### config.mk
export PLATFORM = sky130hd
export DESIGN_NAME = ibus_host
export DESIGN_NICKNAME = d
export VERILOG_FILES = /design/src/core/ibus_host_pkg.sv /design/src/core/ibus_host.sv
export SDC_FILE = /design/constraint.sdc
export NUM_CORES = 1
export LEC_CHECK = 0
export ABC_CLOCK_PERIOD_IN_PS = 2510
export BUFFER_PORTS_ARGS = -buffer_cell sky130_fd_sc_hd__buf_2
export CORE_MARGIN = 2
export CORE_UTILIZATION = 49
export DETAILED_ROUTE_END_ITERATION = 8
export PLACE_DENSITY = 0.81
export SLEW_MARGIN = 40
export SYNTH_ARGS = -nofsm -noshare
export SYNTH_HDL_FRONTEND = slang
export SYNTH_SLANG_ARGS = --single-unit
export TNS_END_PERCENT = 50
### constraint.sdc
create_clock -name MCLK -period 2.51 [get_ports MCLK]
set_clock_uncertainty 0.1 [all_clocks]
set_input_delay 0.251 -clock MCLK [delete_from_list [all_inputs] [get_ports MCLK]]
set_output_delay 0.251 -clock MCLK [all_outputs]
set_load 0.05 [all_outputs]
### src/core/ibus_host_pkg.sv
/*
 * constants for the bus host: transfer type codes, byte lane layout,
 * priority field, grant levels and host state encodings.
 * assumes a single-clock synchronous design around an async bus.
 */
package ibus_host_pkg;
   localparam int          DATA_W     = 16;
   localparam int          ADDR_W     = 18;
   localparam int          LVL_N      = 4;    // level_request 7..4
   localparam int          LVL_BASE   = 4;
   localparam logic [1:0]  XT_RDWORD  = 2'h0;
   localparam logic [1:0]  XT_RDPAUSE = 2'h1;
   localparam logic [1:0]  XT_WRWORD  = 2'h2;
   localparam logic [1:0]  XT_WRBYTE  = 2'h3;
   localparam int          LO_MSB     = 7;
   localparam int          HI_LSB     = 8;
   localparam int          PRI_MSB    = 7;    // status word priority field 7:5
   localparam int          PRI_LSB    = 5;
   localparam int          EXT_TOP    = 17;
   localparam int          EXT_BOT    = 16;
   localparam int          BANK_MSB   = 15;
   localparam int          BANK_LSB   = 13;
   localparam logic [2:0]  BANK_ALL1  = 3'h7;
   localparam logic [1:0]  EXT_ONES   = 2'h3;
   localparam logic [15:0] VEC_STEP   = 16'h0002;

   typedef enum logic [3:0] {
      ST_IDLE  = 4'h0,
      ST_SETUP = 4'h1,
      ST_SYNC  = 4'h2,
      ST_WAITN = 4'h3,
      ST_GRANT = 4'h4,
      ST_OWNED = 4'h5,
      ST_VEC   = 4'h6,
      ST_PUSH  = 4'h7
   } host_st_e;
endpackage : ibus_host_pkg
### src/core/ibus_host.sv
/*
 * processor-side bus host: issues word/byte transfers with the
 * interlocked master_sync/slave_sync handshake, arbitrates dma_request ahead
 * of level requests and levels against the status-word priority, drives grants, watches
 * bus_busy hand-over and takes vector_interrupt, then pushes status and pc
 * and loads a new pair from the vector.
 * assumes bus pins are asynchronous and open-drain; the bench resolves the
 * wired level from the enables. the software port is synchronous to MCLK.
 */
// Decided for this implementation: strobed register access and the address map.
// Contract
// [RQ1] slave returns one 16-bit word on reads, selected by address 17:01
// [RQ2] destructive slave restores on read_word, sets pause on read_pause
// [RQ3] paused destructive slave skips read and writes at once
// [RQ4] read_pause is followed directly by a write to same place
// [RQ5] non-destructive slave treats read_pause as read_word
// [RQ6] master takes whole words and picks the byte itself
// [RQ7] write_byte drives the selected half; slave updates only it
// [RQ8] master sets type, address, data before raising master_sync
// [RQ9] matching slave captures write data at master_sync, raises slave_sync
// [RQ10] master drops all on slave_sync, waits for its negation
// [RQ11] slave holds slave_sync until master_sync drops
// [RQ12] read slave drives word then raises slave_sync
// [RQ13] master latches read data on slave_sync, withdraws, waits negation
// [RQ14] priority in status bits 7:5 masks requests at that level and below
// [RQ15] dma grant between bus cycles; levels between instructions, high first
// [RQ16] after internal trap, withhold level grants one instruction
// [RQ17] devices pass grant down chain unless requesting on that level
// [RQ18] ranking dma, then levels 7..4 interleaved with processor priority
// [RQ19] selected device waits bus_busy low, then asserts it
// [RQ20] passive release by dropping bus_busy returns control
// [RQ21] vector_interrupt hands vector; processor pushes and loads two words
// [RQ22] dma master never issues vector_interrupt
// [RQ23] type codes 00 read_word 01 read_pause 10 write_word 11 write_byte
// [RQ24] byte_select 0 low byte 7:0, 1 high byte 15:8
// [RQ25] force address 17:16 to ones when 15:13 all ones
// [RQ26] granted requester asserts select_ack, masters after current finishes
// [RQ27] non-matching slave leaves slave_sync and data undriven
`timescale 1ns/1ns
module ibus_host
   import ibus_host_pkg::*;
#(
   parameter int SP_RESET = 16'h0200
)(
   // clock, reset, enable
   input  wire logic              MCLK,
   input  wire logic              RST_B,
   input  wire logic              CE,
   // software command port
   input  wire logic [15:0]       CMD_ADDR,
   input  wire logic [1:0]        CMD_TYPE,
   input  wire logic [15:0]       CMD_WDATA,
   input  wire logic              CMD_GO,
   input  wire logic              INSN_END,
   input  wire logic              TRAP_SEEN,
   input  wire logic [15:0]       PSW_IN,
   input  wire logic              PSW_WR,
   output logic                   CMD_BUSY,
   output logic                   CMD_DONE,
   output logic [15:0]            CMD_RDATA,
   output logic [15:0]            PSW_OUT,
   output logic [15:0]            PC_OUT,
   output logic                   VEC_TAKEN,
   // bus transfer pins
   output logic [17:0]            ADDR_O,
   output logic                   ADDR_OE,
   output logic [1:0]             XTYPE_O,
   output logic [15:0]            DATA_O,
   output logic                   DATA_OE,
   input  wire logic [15:0]       DATA_I,
   output logic                   MASTER_SYNC_O,
   input  wire logic              SLAVE_SYNC_I,
   // arbitration pins
   input  wire logic              DMA_REQUEST_I,
   output logic                   DMA_GRANT_O,
   input  wire logic [LVL_N-1:0]  LEVEL_REQUEST_I,
   output logic [LVL_N-1:0]       LEVEL_GRANT_O,
   input  wire logic              SELECT_ACK_I,
   input  wire logic              BUS_BUSY_I,
   output logic                   BUS_BUSY_O,
   input  wire logic              VECTOR_INTERRUPT_I,
   input  wire logic [15:0]       VEC_DATA_I
);
   // the stack pointer must stay an even 16-bit word address
   if (SP_RESET % 2 != 0 || SP_RESET > 16'hFFFF) begin : g_bad_sp
      $error("SP_RESET must be an even 16-bit address");
   end

   // two-flop synchronisers for every asynchronous input pin except VEC_DATA_I
   logic [1:0]        ss_ff;      // slave_sync
   logic [1:0]        ack_ff;     // select_ack
   logic [1:0]        bb_ff;      // bus_busy as seen on the wire
   logic [1:0]        vi_ff;      // vector_interrupt
   logic [1:0]        dr_ff;      // dma_request
   logic [LVL_N-1:0]  lr_m_ff;
   logic [LVL_N-1:0]  lr_ff;
   logic [15:0]       di_m_ff;
   logic [15:0]       di_ff;      // read data, settled before slave_sync arrives
   always_ff @(posedge MCLK) begin
      if (!RST_B) begin
         ss_ff   <= 2'h0;
         ack_ff  <= 2'h0;
         bb_ff   <= 2'h0;
         vi_ff   <= 2'h0;
         dr_ff   <= 2'h0;
         lr_m_ff <= '0;
         lr_ff   <= '0;
         di_m_ff <= 16'h0000;
         di_ff   <= 16'h0000;
      end else if (CE) begin
         ss_ff   <= {ss_ff[0], SLAVE_SYNC_I};
         ack_ff  <= {ack_ff[0], SELECT_ACK_I};
         bb_ff   <= {bb_ff[0], BUS_BUSY_I};
         vi_ff   <= {vi_ff[0], VECTOR_INTERRUPT_I};
         dr_ff   <= {dr_ff[0], DMA_REQUEST_I};
         lr_m_ff <= LEVEL_REQUEST_I;
         lr_ff   <= lr_m_ff;
         di_m_ff <= DATA_I;
         di_ff   <= di_m_ff;
      end
   end
   // synchronised pin levels, the only copies the sequencer reads
   wire ss = ss_ff[1];
   wire ack = ack_ff[1];
   wire bus_busy = bb_ff[1];
   wire vint = vi_ff[1];
   wire dreq = dr_ff[1];

   // sequencer state and bus drive registers
   host_st_e          st_ff;
   logic [1:0]        xt_ff;      // transfer type on the lines
   logic [17:0]       ad_ff;      // extended bus address
   logic [15:0]       wd_ff;      // write word, both lanes
   logic [15:0]       rd_ff;      // last word read
   logic [15:0]       psw_ff;     // status word, priority in 7:5
   logic [15:0]       pc_ff;
   logic [15:0]       sp_ff;      // stack pointer for vector pushes
   logic [15:0]       vec_ff;     // vector address from the device
   logic              aoe_ff;
   logic              doe_ff;
   logic              ms_ff;      // master_sync
   logic              busy_ff;
   logic              done_ff;
   logic              vtk_ff;
   logic              dg_ff;      // dma_grant
   logic              bbo_ff;     // own bus_busy drive
   logic              trap_ff;
   logic              dma_own_ff; // device won the bus by dma_request
   logic [LVL_N-1:0]  lg_ff;
   logic [2:0]        seq_ff;   // vector sequence step: push psw, pc, load pc, psw

   // level arbitration: a level wins when above the processor priority
   logic [LVL_N-1:0] lvl_ok;
   genvar g;
   generate
      for (g = 0; g < LVL_N; g++) begin : g_lvl
         assign lvl_ok[g] = lr_ff[g] &&
            (3'(g + LVL_BASE) > psw_ff[PRI_MSB:PRI_LSB]); // RQ14
      end
   endgenerate

   // pick highest eligible level; dma handled ahead of levels
   logic [LVL_N-1:0] lvl_pick;
   always_comb begin
      lvl_pick = '0;
      for (int i = LVL_N-1; i >= 0; i--) begin
         if (lvl_ok[i] && lvl_pick == '0) lvl_pick[i] = 1'b1; // RQ18
      end
   end

   // extend 16-bit program address to 18 bits
   function automatic logic [17:0] ext_addr(input logic [15:0] a);
      ext_addr = {2'h0, a};
      if (a[BANK_MSB:BANK_LSB] == BANK_ALL1) ext_addr[EXT_TOP:EXT_BOT] = EXT_ONES; // RQ25
   endfunction : ext_addr

   // trap holds off level grants until the next instruction ends
   always_ff @(posedge MCLK) begin
      if (!RST_B) trap_ff <= 1'b0;
      else if (CE) begin
         if (TRAP_SEEN) trap_ff <= 1'b1;                  // RQ16
         else if (INSN_END && st_ff == ST_IDLE) trap_ff <= 1'b0;
      end
   end

   // main sequencer: transfers, arbitration and vector service
   always_ff @(posedge MCLK) begin
      if (!RST_B) begin
         st_ff      <= ST_IDLE;
         xt_ff      <= XT_RDWORD;
         ad_ff      <= 18'h00000;
         wd_ff      <= 16'h0000;
         rd_ff      <= 16'h0000;
         psw_ff     <= 16'h0000;
         pc_ff      <= 16'h0000;
         sp_ff      <= SP_RESET[15:0];
         vec_ff     <= 16'h0000;
         aoe_ff     <= 1'b0;
         doe_ff     <= 1'b0;
         ms_ff      <= 1'b0;
         busy_ff    <= 1'b0;
         done_ff    <= 1'b0;
         vtk_ff     <= 1'b0;
         dg_ff      <= 1'b0;
         lg_ff      <= '0;
         bbo_ff     <= 1'b0;
         dma_own_ff <= 1'b0;
         seq_ff     <= 3'h0;
      end else if (CE) begin
         done_ff <= 1'b0;
         vtk_ff  <= 1'b0;
         if (PSW_WR) psw_ff <= PSW_IN;
         case (st_ff)
            ST_IDLE: begin
               if (dreq) begin                            // RQ15
                  dg_ff      <= 1'b1;
                  dma_own_ff <= 1'b1;
                  st_ff      <= ST_GRANT;
               end else if (INSN_END && !trap_ff && !TRAP_SEEN && lvl_pick != '0) begin
                  lg_ff      <= lvl_pick;                 // RQ15
                  dma_own_ff <= 1'b0;
                  st_ff      <= ST_GRANT;
               end else if (CMD_GO) begin
                  xt_ff   <= CMD_TYPE;                    // RQ23
                  ad_ff   <= ext_addr(CMD_ADDR);
                  wd_ff   <= CMD_WDATA;                   // RQ7 RQ24 byte lanes set by caller
                  aoe_ff  <= 1'b1;
                  doe_ff  <= CMD_TYPE[1];
                  busy_ff <= 1'b1;
                  bbo_ff  <= 1'b1;
                  st_ff   <= ST_SETUP;
               end
            end
            ST_SETUP: begin
               ms_ff <= 1'b1;                             // RQ8 pins stood one cycle
               st_ff <= ST_SYNC;
            end
            ST_SYNC: if (ss) begin
               if (!xt_ff[1]) rd_ff <= di_ff;             // RQ13 RQ6 whole word
               ms_ff  <= 1'b0;                            // RQ10
               aoe_ff <= 1'b0;
               doe_ff <= 1'b0;
               st_ff  <= ST_WAITN;
            end
            // interlock closes only once slave_sync has fallen again
            ST_WAITN: if (!ss) begin                      // RQ10 RQ13
               if (seq_ff != 3'h0) begin
                  st_ff <= ST_PUSH;
               end else begin
                  busy_ff <= 1'b0;
                  done_ff <= 1'b1;
                  bbo_ff  <= 1'b0;
                  st_ff   <= ST_IDLE;
               end
            end
            // grant stands until the winner answers; a stuck chain waits here
            ST_GRANT: if (ack) begin                      // RQ26 selection done
               dg_ff <= 1'b0;
               lg_ff <= '0;
               st_ff <= ST_OWNED;
            end
            ST_OWNED: begin
               if (vint && bus_busy && !dma_own_ff) begin     // RQ21 RQ22
                  vec_ff <= di_ff;
                  st_ff  <= ST_VEC;
               end else if (!bus_busy && !ack) begin          // RQ20 passive release
                  st_ff <= ST_IDLE;
               end
            end
            // pushing before the device lets go would collide on the lines
            ST_VEC: if (!bus_busy) begin                      // RQ19 wait device release
               bbo_ff  <= 1'b1;
               busy_ff <= 1'b1;
               vtk_ff  <= 1'b1;
               seq_ff  <= 3'h1;
               st_ff   <= ST_PUSH;
            end
            ST_PUSH: begin
               // push status, push pc, then load pc and status from the vector
               aoe_ff <= 1'b1;
               st_ff  <= ST_SETUP;
               case (seq_ff)
                  3'h1: begin
                     sp_ff  <= sp_ff - VEC_STEP;
                     ad_ff  <= ext_addr(sp_ff - VEC_STEP);
                     xt_ff  <= XT_WRWORD;
                     wd_ff  <= psw_ff;
                     doe_ff <= 1'b1;
                     seq_ff <= 3'h2;
                  end
                  3'h2: begin
                     sp_ff  <= sp_ff - VEC_STEP;
                     ad_ff  <= ext_addr(sp_ff - VEC_STEP);
                     xt_ff  <= XT_WRWORD;
                     wd_ff  <= pc_ff;
                     doe_ff <= 1'b1;
                     seq_ff <= 3'h3;
                  end
                  3'h3: begin
                     ad_ff  <= ext_addr(vec_ff);
                     xt_ff  <= XT_RDWORD;
                     doe_ff <= 1'b0;
                     seq_ff <= 3'h4;
                  end
                  3'h4: begin
                     pc_ff  <= rd_ff;
                     ad_ff  <= ext_addr(vec_ff + VEC_STEP);
                     xt_ff  <= XT_RDWORD;
                     doe_ff <= 1'b0;
                     seq_ff <= 3'h5;
                  end
                  default: begin
                     psw_ff  <= rd_ff;
                     seq_ff  <= 3'h0;
                     aoe_ff  <= 1'b0;
                     busy_ff <= 1'b0;
                     bbo_ff  <= 1'b0;
                     done_ff <= 1'b1;
                     st_ff   <= ST_IDLE;
                  end
               endcase
            end
            default: st_ff <= ST_IDLE;
         endcase
      end
   end

   // outputs straight from flops
   assign CMD_BUSY      = busy_ff;
   assign CMD_DONE      = done_ff;
   assign CMD_RDATA     = rd_ff;
   assign PSW_OUT       = psw_ff;
   assign PC_OUT        = pc_ff;
   assign VEC_TAKEN     = vtk_ff;
   assign ADDR_O        = ad_ff;
   assign ADDR_OE       = aoe_ff;
   assign XTYPE_O       = xt_ff;
   assign DATA_O        = wd_ff;
   assign DATA_OE       = doe_ff;
   assign MASTER_SYNC_O = ms_ff;
   assign DMA_GRANT_O   = dg_ff;
   assign LEVEL_GRANT_O = lg_ff;
   assign BUS_BUSY_O    = bbo_ff;
endmodule : ibus_host

* Word level (Yosys, flattened, before mapping) *
Index checks and enable logic that the tools add are counted.
Widths: inputs -> output; s select.

word-level totals
  logic and storage cells = 195
  output and inout bits = 96
  bits in registers = 186
  bits of input ports = 98

cells by class
  bitwise gates (word level) = 2
  order comparisons = 4
  equal/unequal tests = 31
  $add $sub $neg = 2
  reduce and logical (&&, ||, !) cells = 52
  muxes and demuxes = 75

operators by type and width
  kind                   number
  $mux 16                6
  $pmux 16 s2            2
  $mux 18                3
  $pmux 18 s3            1
  $mux 4                 12
  $pmux 18 s2            1
  $pmux 4 s8             1
  $mux 1                 28
  $reduce_and 6->1       4
  $ne 2x2->1 const B     10
  $reduce_and 3->1       6
  $add 16x2->16 const B  1
  $eq 4x3->1 const B     4
  $sub 16x2->16 const B  1
  $eq 3x3->1 const B     5
  $logic_and 1x1->1      14
  $mux 2                 7
  $reduce_and 7->1       2
  $gt 3x3->1 const A     4
  $pmux 3 s4             1
  $reduce_bool 2->1      6
  $reduce_and 9->1       1
  $eq 4x2->1 const B     2
  $ne 4x3->1 const B     2
  25 further kinds       42

* Depth between registers and ports, before layout *
Gate-level depths: netlist (run 1).

  depth in word-level cells = 17
  mapped depth = 10

* Least setup slack after synthesis (run 1) *
OpenSTA, ideal clock, no wires.

  kind = register to register
  start point = register psw_ff[5] (netlist: PSW_OUT[5])
  end point = register ad_ff[15] (netlist: ADDR_O[15])
  setup slack = 0.131 ns
  arrival time = 2.208 ns
  stages on the path, launching flop included = 9
  data required time = 2.340 ns
  buffers on the path = 1
  period minus slack after synthesis = 2.379 ns
  cell sequence = dfxtp_1 -> nor2b_1 -> o21ai_0 -> a211oi_1 -> o21ai_0 -> a21o_1 -> clkbuf_1 -> or2_2 -> a21oi_1

on the way
  cells in the longest elaborated chain, start to end = 16
  elaborated cells on any way between the ends = 22
  classes of those cells = 4 x order compare; 1 x eq/ne; 4 x mux; 1 x bitwise; 12 x reduce/logical

RTL lines
  element                       line              text
  start, declared               ibus_host.sv:135  logic [15:0] psw_ff;
  start signal, assigned        ibus_host.sv:313  psw_ff <= rd_ff;
  $gt 3x3->1                    ibus_host.sv:158  (3'(g + LVL_BASE) > psw_ff[PRI_MSB:PRI_LSB]);
  $logic_and 1x1->1             ibus_host.sv:157  assign lvl_ok[g] = lr_ff[g] &&
  $mux 1                        ibus_host.sv:167  if (lvl_ok[i] && lvl_pick == '0) lvl_pick[i] = 1'b1;
  $not 1->1                     ibus_host.sv:167
  $logic_and 1x1->1             ibus_host.sv:167
  $mux 1                        ibus_host.sv:167
  $logic_not 2->1               ibus_host.sv:167
  $logic_and 1x1->1             ibus_host.sv:167
  $mux 1                        ibus_host.sv:167
  $logic_not 3->1               ibus_host.sv:167
  $logic_and 1x1->1             ibus_host.sv:167
  $mux 1                        ibus_host.sv:167
  $reduce_bool 4->1 *           ibus_host.sv:219  end else if (INSN_END && !trap_ff && !TRAP_SEEN && lvl_pick != '0) begin
  $logic_and 1x1->1 *           ibus_host.sv:219
  $ne 2x2->1 (no line) *        --
  $reduce_and 6->1 (no line) *  --
  end signal, assigned          ibus_host.sv:225  ad_ff <= ext_addr(CMD_ADDR);
  end signal, assigned          ibus_host.sv:285  ad_ff <= ext_addr(sp_ff - VEC_STEP);
  end signal, assigned          ibus_host.sv:293  ad_ff <= ext_addr(sp_ff - VEC_STEP);
  end, declared                 ibus_host.sv:132  logic [17:0] ad_ff;

Every way passes the cells marked *; elsewhere a longest branch is shown, timed or not.
A chain may end at the register's enable or synchronous reset.

* Worst setup path after layout (run 1) *
  start point = register sp_ff[3]
  end point = register ad_ff[16] (netlist: ADDR_O[16])

on the way
  cells in the longest elaborated chain, start to end = 5

RTL lines
  element                 line                                text
  start, declared         ibus_host.sv:137                    logic [15:0] sp_ff;
  start signal, assigned  ibus_host.sv:196                    sp_ff <= SP_RESET[15:0];
  start signal, assigned  ibus_host.sv:284                    sp_ff <= sp_ff - VEC_STEP;
  start signal, assigned  ibus_host.sv:292                    sp_ff <= sp_ff - VEC_STEP;
  $sub 16x2->16           ibus_host.sv:285, ibus_host.sv:293
  $eq 3x3->1              ibus_host.sv:174                    if (a[BANK_MSB:BANK_LSB] == BANK_ALL1) ext_addr[EXT_TOP:EXT_BOT] = EXT_ONES;
  $mux 2                  ibus_host.sv:174
  $pmux 18 s3             ibus_host.sv:282                    case (seq_ff)
  $pmux 18 s2             ibus_host.sv:213                    case (st_ff)

No other way between the ends.

==> run metrics, run 1 <==
status completed; worst hold stages 3; GRT Overall Usage 25.8%; worst hold path class in2reg; final hold violations 0; DIE AREA 0.0182 mm^2; VDD IR-drop max 0.501 mV; area leader, netlist dfxtp_1; Inserted Clock Buffers 17; Syn Inst Count 975; I/O pin total 194; Detailed Route Iter0 Violations 663; Routed Antenna Nets 0; crit start category register; Net Count, Synth 1075; sequential area share after synthesis 43.7%; share of layout cells above drive strength 1 23.3%; core region area 0.0166 mm^2; DR WL/cell 17.0 um; pre-CTS setup slack 0.120 ns; Vias/cell 5.57; CP endpoint kind register; Worst-Skew Late Latency 0.43 ns; DRC Markers 0; Antenna Cells 0; GP Congestion 0.916; P_leak 4.54 nW; first-pass GRT wire length 37.3 mm; # rows 47; Arr. time, crit path 2.67 ns; Tmin final 2.43 ns; number of global-route vias before repair 7072; Vias 7832; Non-Filler Instances 1407; slew margin rel. 58.7%; Clock Pin Slew Worst Setup and Hold Paths 0.07 ns; fin area 0.0106 mm^2; CTS tree built; r2r setup slk 0.08 ns; Mapped Area 0.00838 mm^2; Area growth, synth to finish 26.4%; setup TNS 0 ns; # fillers 1385; critical path type reg2reg; post-route clock period utilization 96.9%; Tightest Pin Transition 0.619 ns; yosys warns 0; syn avg cell area 8.60 um^2; EDFF count, synth 0; die width 135 um; crit-path max FO 8; DRT Pass-1 Iters 5; synth unique cells 60; Initial Utilization 50.4%; Final nets 1275; FF+latch count, synth 183; worst endpoint required time 2.75 ns; Area after DPL 0.00971 mm^2; PortBufs 177; Die Height 135 um; final wirelength 24.0 mm; initial antenna violation count 0; worst setup margin 0.0779 ns; Placed Cells 1347; CTS Sinks 183; post-layout util 63.7%; pin count of the biggest net entering global routing 93; PD cells 615 mW/mm^2; Slew Limit Fails 0; final setup vio count 0; H-tree levels 4; R2R cell count 7; FMAX 411 MHz; RSZ-0062 raised after global routing true; Synth async-reset ratio 0%; top cell type's share of synthesized area 43.7%; top_reg_cell synth dfxtp_1; Max Cap Viol 0; total grt overflow 0; CTS Buffer Depth 2; HPWL after DPL 17.0 mm; Clock Root Buffer clkbuf_16; top cells by area, synth dfxtp_1 44%, mux2i_1 14%, nor2_1 7.3%, a21oi_1 4.7%, nand2_1 4.3%
-- power breakdown --
group | total (mW) | switching, mW | internal [mW]
clock | 2.60 | 1.26 | 1.35
combinational | 0.833 | 0.535 | 0.298
sequential | 3.08 | 0.0799 | 3.00
total | 6.52 | 1.87 | 4.65
-- path summary, 6_finish.rpt --
| kind | start | to |
|---|---|---|
| setup / recovery | sp_ff[3] | ADDR_O[16] |
| hold / removal | CMD_ADDR[7] | ADDR_O[7] |
| setup reg to reg | sp_ff[3] | ADDR_O[16] |
| hold reg to reg | ADDR_O[3] | ADDR_O[3] |
-- repair_timing --
item                                    CTS  global route
hold endpoints to repair                 29             0
endpoints found under the setup margin    0             4
resized for setup                         0             6
buffers inserted                          0             0
hold buffers                             29             0
-- layer usage --
metal / wire, um / track usage [%] / up-vias
met4: 427 / 8.83 / 0
met3: 1790 / 5.11 / 36
met5: 0 / 0 / -
li1: - / - / 3838
met2: 11000 / 41.6 / 320
met1: 10800 / 34.7 / 3638
-- registers in the layout, summed over array words and instances, names as in the netlist, 15 cells and up --
signal     flops
di_ff         16
ADDR_O        17
vec_ff        16
DATA_O        16
sp_ff         15
CMD_RDATA     16
di_m_ff       16
PC_OUT        16
PSW_OUT       16
-- cell type report --
type	count	area [um^2]	area share [%]
multi-input combinational	710	4430	41.8
sequential	183	3660	34.6
timing repair buffer	254	1610	15.2
clock buffer	18	439	4.15
tap	220	275	2.60
clock inverter	13	138	1.30
inverter	9	36.3	0.343
-- placed cells by master, fill, tap and decap left out, drive strengths merged, types with 9 or more instances in the layout --
| cell | netlist | final |
|---|---|---|
| nand2 | 97 | 97 |
| nor2 | 165 | 165 |
| a211oi | 20 | 20 |
| clkinv | 2 | 9 |
| dlygate4sd3 | 0 | 29 |
| a21oi | 80 | 80 |
| o211ai | 18 | 18 |
| buf | 20 | 225 |
| xnor2 | 18 | 18 |
| a211o | 17 | 17 |
| xor2 | 12 | 12 |
| o21ai | 34 | 34 |
| mux2i | 119 | 119 |
| nor3 | 17 | 17 |
| inv | 7 | 13 |
| dfxtp | 183 | 183 |
| clkbuf | 53 | 18 |
| nand3 | 19 | 19 |
-- worst max-delay path, stage by stage, from the launching register on --
cell and delay [ns]:
dfxtp_1 0.39, or4_4 0.60, nor3_4 0.16, nor4b_4 0.23, xor2_1 0.17, a22oi_1 0.12, a31o_1 0.25, o41ai_2 0.30
-- synthesized netlist by cell type, drive strengths merged (3+ instances only) --
cell type,number
dfxtp,183
nor2,165
mux2i,119
nand2,97
a21oi,80
clkbuf,53
o21ai,34
a211oi,20
buf,20
nand3,19
o211ai,18
xnor2,18
a211o,17
nor3,17
xor2,12
inv,7
nand4,7
nor4,7
a22oi,5
a311oi,5
and2,5
o22ai,5
a31oi,4
and3,4
nand3b,4
or2,4
a21o,3
and4,3
nand2b,3
nor2b,3
nor3b,3
-- kinds of logic (layout without fill, tap and decap cells) --
family | after synthesis | count (layout) | share of synthesized area [%]
AND/OR/NAND/NOR | 352 | 352 | 19.0
multiplexers | 119 | 119 | 14.2
buffers and inverters | 82 | 294 | 4.02
adder cells (fa/ha/maj) | 2 | 2 | 0.299
AO/OA/AOI/OAI | 207 | 207 | 15.7
XOR/XNOR | 30 | 30 | 3.14
flip-flops | 183 | 183 | 43.7
-- per-stage QoR --
step	hold slack, ns	power [mW]
floorplan	0.298	3.67
global placement	0.337	3.92
detailed placement	0.345	3.93
CTS	0.00610	6.54
global route	0.0340	6.74
finish	0.0216	6.52
Power figures use the tool's default switching activity.
==> run 2, diff against run 1 <==
--- a/config.mk
+++ b/config.mk
@@ -11,7 +11,7 @@
 export CORE_UTILIZATION = 49
 export DETAILED_ROUTE_END_ITERATION = 8
 export PLACE_DENSITY = 0.81
-export SLEW_MARGIN = 40
+export SLEW_MARGIN = 15
 export SYNTH_ARGS = -nofsm -noshare
 export SYNTH_HDL_FRONTEND = slang
 export SYNTH_SLANG_ARGS = --single-unit
==> constraint.sdc (replaced) <==
create_clock -name MCLK -period 2.51 [get_ports MCLK]
set_clock_uncertainty 0.1 [all_clocks]
set_input_delay 0.1255 -clock MCLK [delete_from_list [all_inputs] [get_ports MCLK]]
set_output_delay 0.1255 -clock MCLK [all_outputs]
set_load 0.05 [all_outputs]
==> run 2 against run 1 <==
Sequential power hardly changed. Register-to-register slack is essentially flat. Non-clock buffer count increased by 46. Largest cell class unchanged. Worst setup slack got worse by 0.0066 ns. Largest power group unchanged. Global-route usage increased by 1.8 points. Worst hold slack improved by 0.012 ns. Total power is 3.5% higher. Highest routed layer unchanged.
==> run metrics, run 2 (synthesis results as in run 1) <==
pin count of the biggest net entering global routing 65 (was 93); Worst-Skew Late Latency 0.45 ns (was 0.43 ns); VDD IR-drop max 0.517 mV (was 0.501 mV); Initial Utilization 50.4% (unchanged); first-pass GRT wire length 39.8 mm (was 37.3 mm); Area after DPL 0.00969 mm^2 (was 0.00971 mm^2); register share of total power 45.7% (was 47.3%); DRC Markers 0 (unchanged); die width 135 um (unchanged); DRT Pass-1 Iters 8 (was 5); CTS Sinks 183 (unchanged); PD cells 608 mW/mm^2 (was 615 mW/mm^2); commonest non-fill, non-tap cells in the layout 182 x dfxtp_1, 177 x buf_2, 162 x nor2_1, 119 x mux2i_1, 97 x nand2_1 (was 183 x dfxtp_1, 177 x buf_2, 161 x nor2_1, 119 x mux2i_1, 97 x nand2_1); Vias/cell 5.66 (was 5.57); worst hold path class in2reg (unchanged); fin area 0.0111 mm^2 (was 0.0106 mm^2); Total Power Consumption 6.75 mW (was 6.52 mW); Inserted Clock Buffers 17 (unchanged); Switching Share 28.7% (about the same); DIE AREA 0.0182 mm^2 (unchanged); Area growth, synth to finish 32.4% (was 26.4%); max FFs per register 17 (unchanged); Cell Int Power 4.81 mW (was 4.65 mW); Clock Root Buffer clkbuf_16 (unchanged); CTS tree built (unchanged); critical-path cell list inv_1 -> ha_1 -> or4b_4 -> nor4_2 -> xnor2_1 -> o211ai_1 -> o21ai_1 -> o41ai_2 (was or4_4 -> nor3_4 -> nor4b_4 -> xor2_1 -> a22oi_1 -> a31o_1 -> o41ai_2); Antenna Cells 0 (unchanged); Critical Path Slowest Stage Cell or4b_4 (was or4_4); share of layout cells above drive strength 1 22.4% (was 23.3%); slowest stage delay, CP 0.52 ns (was 0.60 ns); HPWL after DPL 17.0 mm (about the same); # rows 47 (unchanged); final setup vio count 0 (unchanged); final wirelength 25.7 mm (was 24.0 mm); Tmin final 2.44 ns (was 2.43 ns); Slew Limit Fails 0 (unchanged); setup TNS 0 ns (unchanged); Tightest Pin Transition 0.684 ns (was 0.619 ns); Combinational Power Share 13.3% (was 12.8%); switching pwr 1.94 mW (was 1.87 mW); I/O pin total 194 (unchanged); Detailed Route Iter0 Violations 714 (was 663); slew margin rel. 53.9% (was 58.7%); crit-path max FO 7 (was 8); Clock Pin Slew Worst Setup and Hold Paths 0.07 ns (about the same); Die Height 135 um (unchanged); core region area 0.0166 mm^2 (unchanged); Vias 8227 (was 7832); CTS Buffer Depth 2 (unchanged); critical path's top delay family simple AND/OR/NAND/NOR gates (unchanged); post-route clock period utilization 97.2% (was 96.9%); FMAX 410 MHz (was 411 MHz); GP Congestion 0.934 (was 0.916); final hold violations 0 (unchanged); Max Cap Viol 0 (unchanged); Arr. time, crit path 2.68 ns (was 2.67 ns); CP endpoint kind register (unchanged); number of global-route vias before repair 7566 (was 7072); CP bufs+invs 1 (was 0); most common cell after layout, fill and taps aside dfxtp_1 (unchanged); Routed Antenna Nets 0 (unchanged); GRT Overall Usage 27.6% (was 25.8%); Clk network pwr share 41.0% (was 39.9%); crit start category register (unchanged); worst endpoint required time 2.75 ns (about the same); status completed (unchanged); P_leak 4.74 nW (was 4.54 nW); initial antenna violation count 0 (unchanged); H-tree levels 4 (unchanged); Final nets 1321 (was 1275); PortBufs 177 (unchanged); DR WL/cell 17.7 um (was 17.0 um); total grt overflow 0 (unchanged); critical path type reg2reg (unchanged)
run 2: power groups by stage:
stage          Combinational [mW]  Clock, mW  Sequential, mW
4_1_cts                     0.882       2.78            3.08
5_1_grt                     0.958       2.90            3.09
3_5_place_dp                0.785          0            3.14
3_3_place_gp                0.775          0            3.14
6_report                    0.900       2.77            3.08
2_1_floorplan               0.351          0            3.32
run 2: path summary, 6_finish.rpt:
check,start,endpoint,slack [ns],depth (start not counted)
max,sp_ff[1],ADDR_O[16],0.07,8
min,PSW_IN[5],PSW_OUT[5],0.03,3
max reg2reg,sp_ff[1],ADDR_O[16],0.07,8
min reg2reg,ADDR_O[4],ADDR_O[4],0.35,2
run 2: cell type report:
type	instances	area (um^2)
fillers	1249	5550
multi-input cells	710	4420
flip-flops and latches	183	3660
repair buffers	300	2080
clock buffers	18	439
well taps	220	275
clock inverters	14	179
inverters	9	36.3
run 2: per-layer routing:
metal	part of all wire, %	vias to the layer above	track usage [%]
li1	-	3935	-
met1	42	3812	34.9
met2	46	400	44.0
met3	8.9	80	7.58
met4	3.9	0	12.5
met5	0	-	0
run 2: worst register-to-register path, delay by kind of cell (launching register included):
family | cells | cell delay (ns)
compound gates | 3 | 0.66
xor+xnor | 1 | 0.10
fa+ha+maj | 1 | 0.17
buf+inv | 1 | 0.08
flops | 1 | 0.37
simple gates | 2 | 0.87
run 2: timing repair:
item,in CTS,in global routing
gates resized for setup,0,5
hold buffers,77,0
setup endpoints to repair,0,11
setup buffers,0,0
endpoints found under the hold margin,78,0
run 2: stage by stage:
| step | hold WS (ns) | utilization [%] | setup WS (ns) | cells |
|---|---|---|---|---|
| 2_1_floorplan | 0.173 | - | 0.131 | 975 |
| 3_3_place_gp | 0.258 | 58.2 | 0.118 | 1345 |
| 3_5_place_dp | 0.266 | 58.2 | 0.0564 | 1345 |
| 4_1_cts | 0.0150 | 66.6 | 0.0340 | 1454 |
| 5_1_grt | 0.0446 | 66.7 | -0.0739 | 1454 |
| 6_report | 0.0339 | 66.7 | 0.0713 | 1454 |
==> run 3, diff against run 2 <==
--- a/config.mk
+++ b/config.mk
@@ -10,6 +10,7 @@
 export CORE_MARGIN = 2
 export CORE_UTILIZATION = 49
 export DETAILED_ROUTE_END_ITERATION = 8
+export HOLD_SLACK_MARGIN = 0.1
 export PLACE_DENSITY = 0.81
 export SLEW_MARGIN = 15
 export SYNTH_ARGS = -nofsm -noshare
==> run 3 against run 2 <==
Clock power about the same. Core utilization up 0.24 points. Count of clock-buffer cells in the layout unchanged. Highest routed layer unchanged. Worst setup slack worse by 0.013 ns.
==> run metrics, run 3 (synthesis results as in run 1) <==
routing usage on met3 6.34% (was 7.58%); register share of total power 45.7% (about the same); Non-Filler Instances 1458 (was 1454); initial antenna violation count 0 (unchanged); worst endpoint required time 2.76 ns (was 2.75 ns); CP endpoint kind register (unchanged); # fillers 1235 (was 1249); fin area 0.0111 mm^2 (about the same); VDD IR-drop max 0.524 mV (was 0.517 mV); critical path type reg2reg (unchanged); Area growth, synth to finish 32.9% (was 32.4%); max FFs per register 17 (unchanged); Die Height 135 um (unchanged); Tightest Pin Transition 0.635 ns (was 0.684 ns); Detailed Route Iter0 Violations 769 (was 714); post-route clock period utilization 97.7% (was 97.2%); DIE AREA 0.0182 mm^2 (unchanged); DRT Pass-1 Iters 6 (was 8); DRC Markers 0 (unchanged); Final nets 1325 (was 1321); final hold violations 0 (unchanged); Initial Utilization 50.4% (unchanged); Inserted Clock Buffers 17 (unchanged); Clk network pwr share 40.9% (was 41.0%); core region area 0.0166 mm^2 (unchanged); P_leak 4.76 nW (was 4.74 nW); Total Power Consumption 6.75 mW (about the same); grt met1 use 36.3% (was 34.9%); share of layout cells above drive strength 1 22.4% (about the same); commonest non-fill, non-tap cells in the layout 182 x dfxtp_1, 177 x buf_2, 162 x nor2_1, 119 x mux2i_1, 97 x nand2_1 (unchanged); GRT busiest layer met2 (unchanged); switching pwr 1.94 mW (about the same); Switching Share 28.7% (about the same); GR Layer Usage met2 45.1% (was 44.0%); Placed Cells 1345 (unchanged); Arr. time, crit path 2.70 ns (was 2.68 ns); Vias/cell 5.68 (was 5.66); CTS Buffer Depth 2 (unchanged); total grt overflow 0 (unchanged); Slew Limit Fails 0 (unchanged); DR WL/cell 17.8 um (was 17.7 um); Antenna Cells 0 (unchanged); first-pass GRT wire length 40.1 mm (was 39.8 mm); final wirelength 26.0 mm (was 25.7 mm); FMAX 408 MHz (was 410 MHz); # Post-CTS Setup Buffers 0 (unchanged); GRT Overall Usage 27.9% (was 27.6%); H-tree levels 4 (unchanged); worst hold path class in2reg (unchanged); die width 135 um (unchanged); crit-path max FO 7 (unchanged); slew margin rel. 57.2% (was 53.9%); final setup vio count 0 (unchanged); CTS tree built (unchanged); # rows 47 (unchanged); Vias 8288 (was 8227); most common cell after layout, fill and taps aside dfxtp_1 (unchanged); Combinational Power Share 13.5% (was 13.3%); pin count of the biggest net entering global routing 65 (unchanged); Worst-Skew Late Latency 0.44 ns (was 0.45 ns); Tmin final 2.45 ns (was 2.44 ns); Cell Int Power 4.81 mW (about the same); I/O pin total 194 (unchanged); crit start category register (unchanged); Clock Root Buffer clkbuf_16 (unchanged); CTS Sinks 183 (unchanged); Area after DPL 0.00969 mm^2 (unchanged); PD cells 606 mW/mm^2 (was 608 mW/mm^2); Clock Pin Slew Worst Setup and Hold Paths 0.08 ns (was 0.07 ns); HPWL after DPL 17.0 mm (unchanged); Routed Antenna Nets 0 (unchanged); status completed (unchanged); GP Congestion 0.934 (unchanged); PortBufs 177 (unchanged); Max Cap Viol 0 (unchanged); number of global-route vias before repair 7526 (was 7566)
-- run 3: cell types whose count changed in the layout (fill, tap and decap cells not counted) --
cell,change
dlygate4sd3_1,+4
-- run 3: critical path, cell delays in order, from the launching register on --
cell and delay (ns):
dfxtp_1 0.37, inv_1 0.08, ha_1 0.17, or4b_4 0.51, nor4_2 0.35, xnor2_1 0.10, o211ai_1 0.27, o21ai_1 0.13
o41ai_2 0.27
-- run 3: path summary, 6_finish.rpt --
| check | start | to | slack [ns] | depth (start not counted) |
|---|---|---|---|---|
| min reg2reg | ADDR_O[4] | ADDR_O[4] | 0.36 | 2 |
| min | INSN_END | dma_own_ff | 0.17 | 5 |
| max reg2reg | sp_ff[1] | ADDR_O[16] | 0.06 | 8 |
| max | sp_ff[1] | ADDR_O[16] | 0.06 | 8 |
-- run 3: metal layers --
layer,wire length (um),vias to the layer above
met5,0,-
met4,809,0
met3,2260,75
met2,12000,414
met1,10900,3863
li1,-,3936
-- run 3: repair_timing --
action                                  CTS  global route
endpoints found under the setup margin    0            11
hold buffers                             81             0
endpoints found under the hold margin    81             0
resized for setup                         0             5
-- run 3: power groups by stage --
stage	clock [mW]	combinational (mW)	sequential [mW]
5_1_grt	2.89	0.966	3.09
3_5_place_dp	0	0.785	3.14
4_1_cts	2.78	0.888	3.08
6_report	2.76	0.909	3.08
2_1_floorplan	0	0.351	3.32
3_3_place_gp	0	0.775	3.14
-- run 3: area by class of cell --
| cell class | count | area, um^2 | area share, % |
|---|---|---|---|
| well taps | 220 | 275 | 2.47 |
| inverters | 9 | 36.3 | 0.326 |
| clock buffers | 18 | 439 | 3.94 |
| clock inverters | 14 | 179 | 1.61 |
| flip-flops and latches | 183 | 3660 | 32.9 |
| repair buffers | 304 | 2120 | 19.0 |
| multi-input cells | 710 | 4420 | 39.7 |
-- run 3: through the flow --
stage                     setup slack (ns)  util, %  TNS, ns  hold WS, ns
after floorplan                      0.131        -        0        0.173
after global placement               0.118     58.2        0        0.258
after detailed placement            0.0564     58.2        0        0.266
after CTS                           0.0340     66.8        0        0.158
after global routing               -0.0767     66.9  -0.0767        0.185
final                               0.0581     66.9        0        0.167
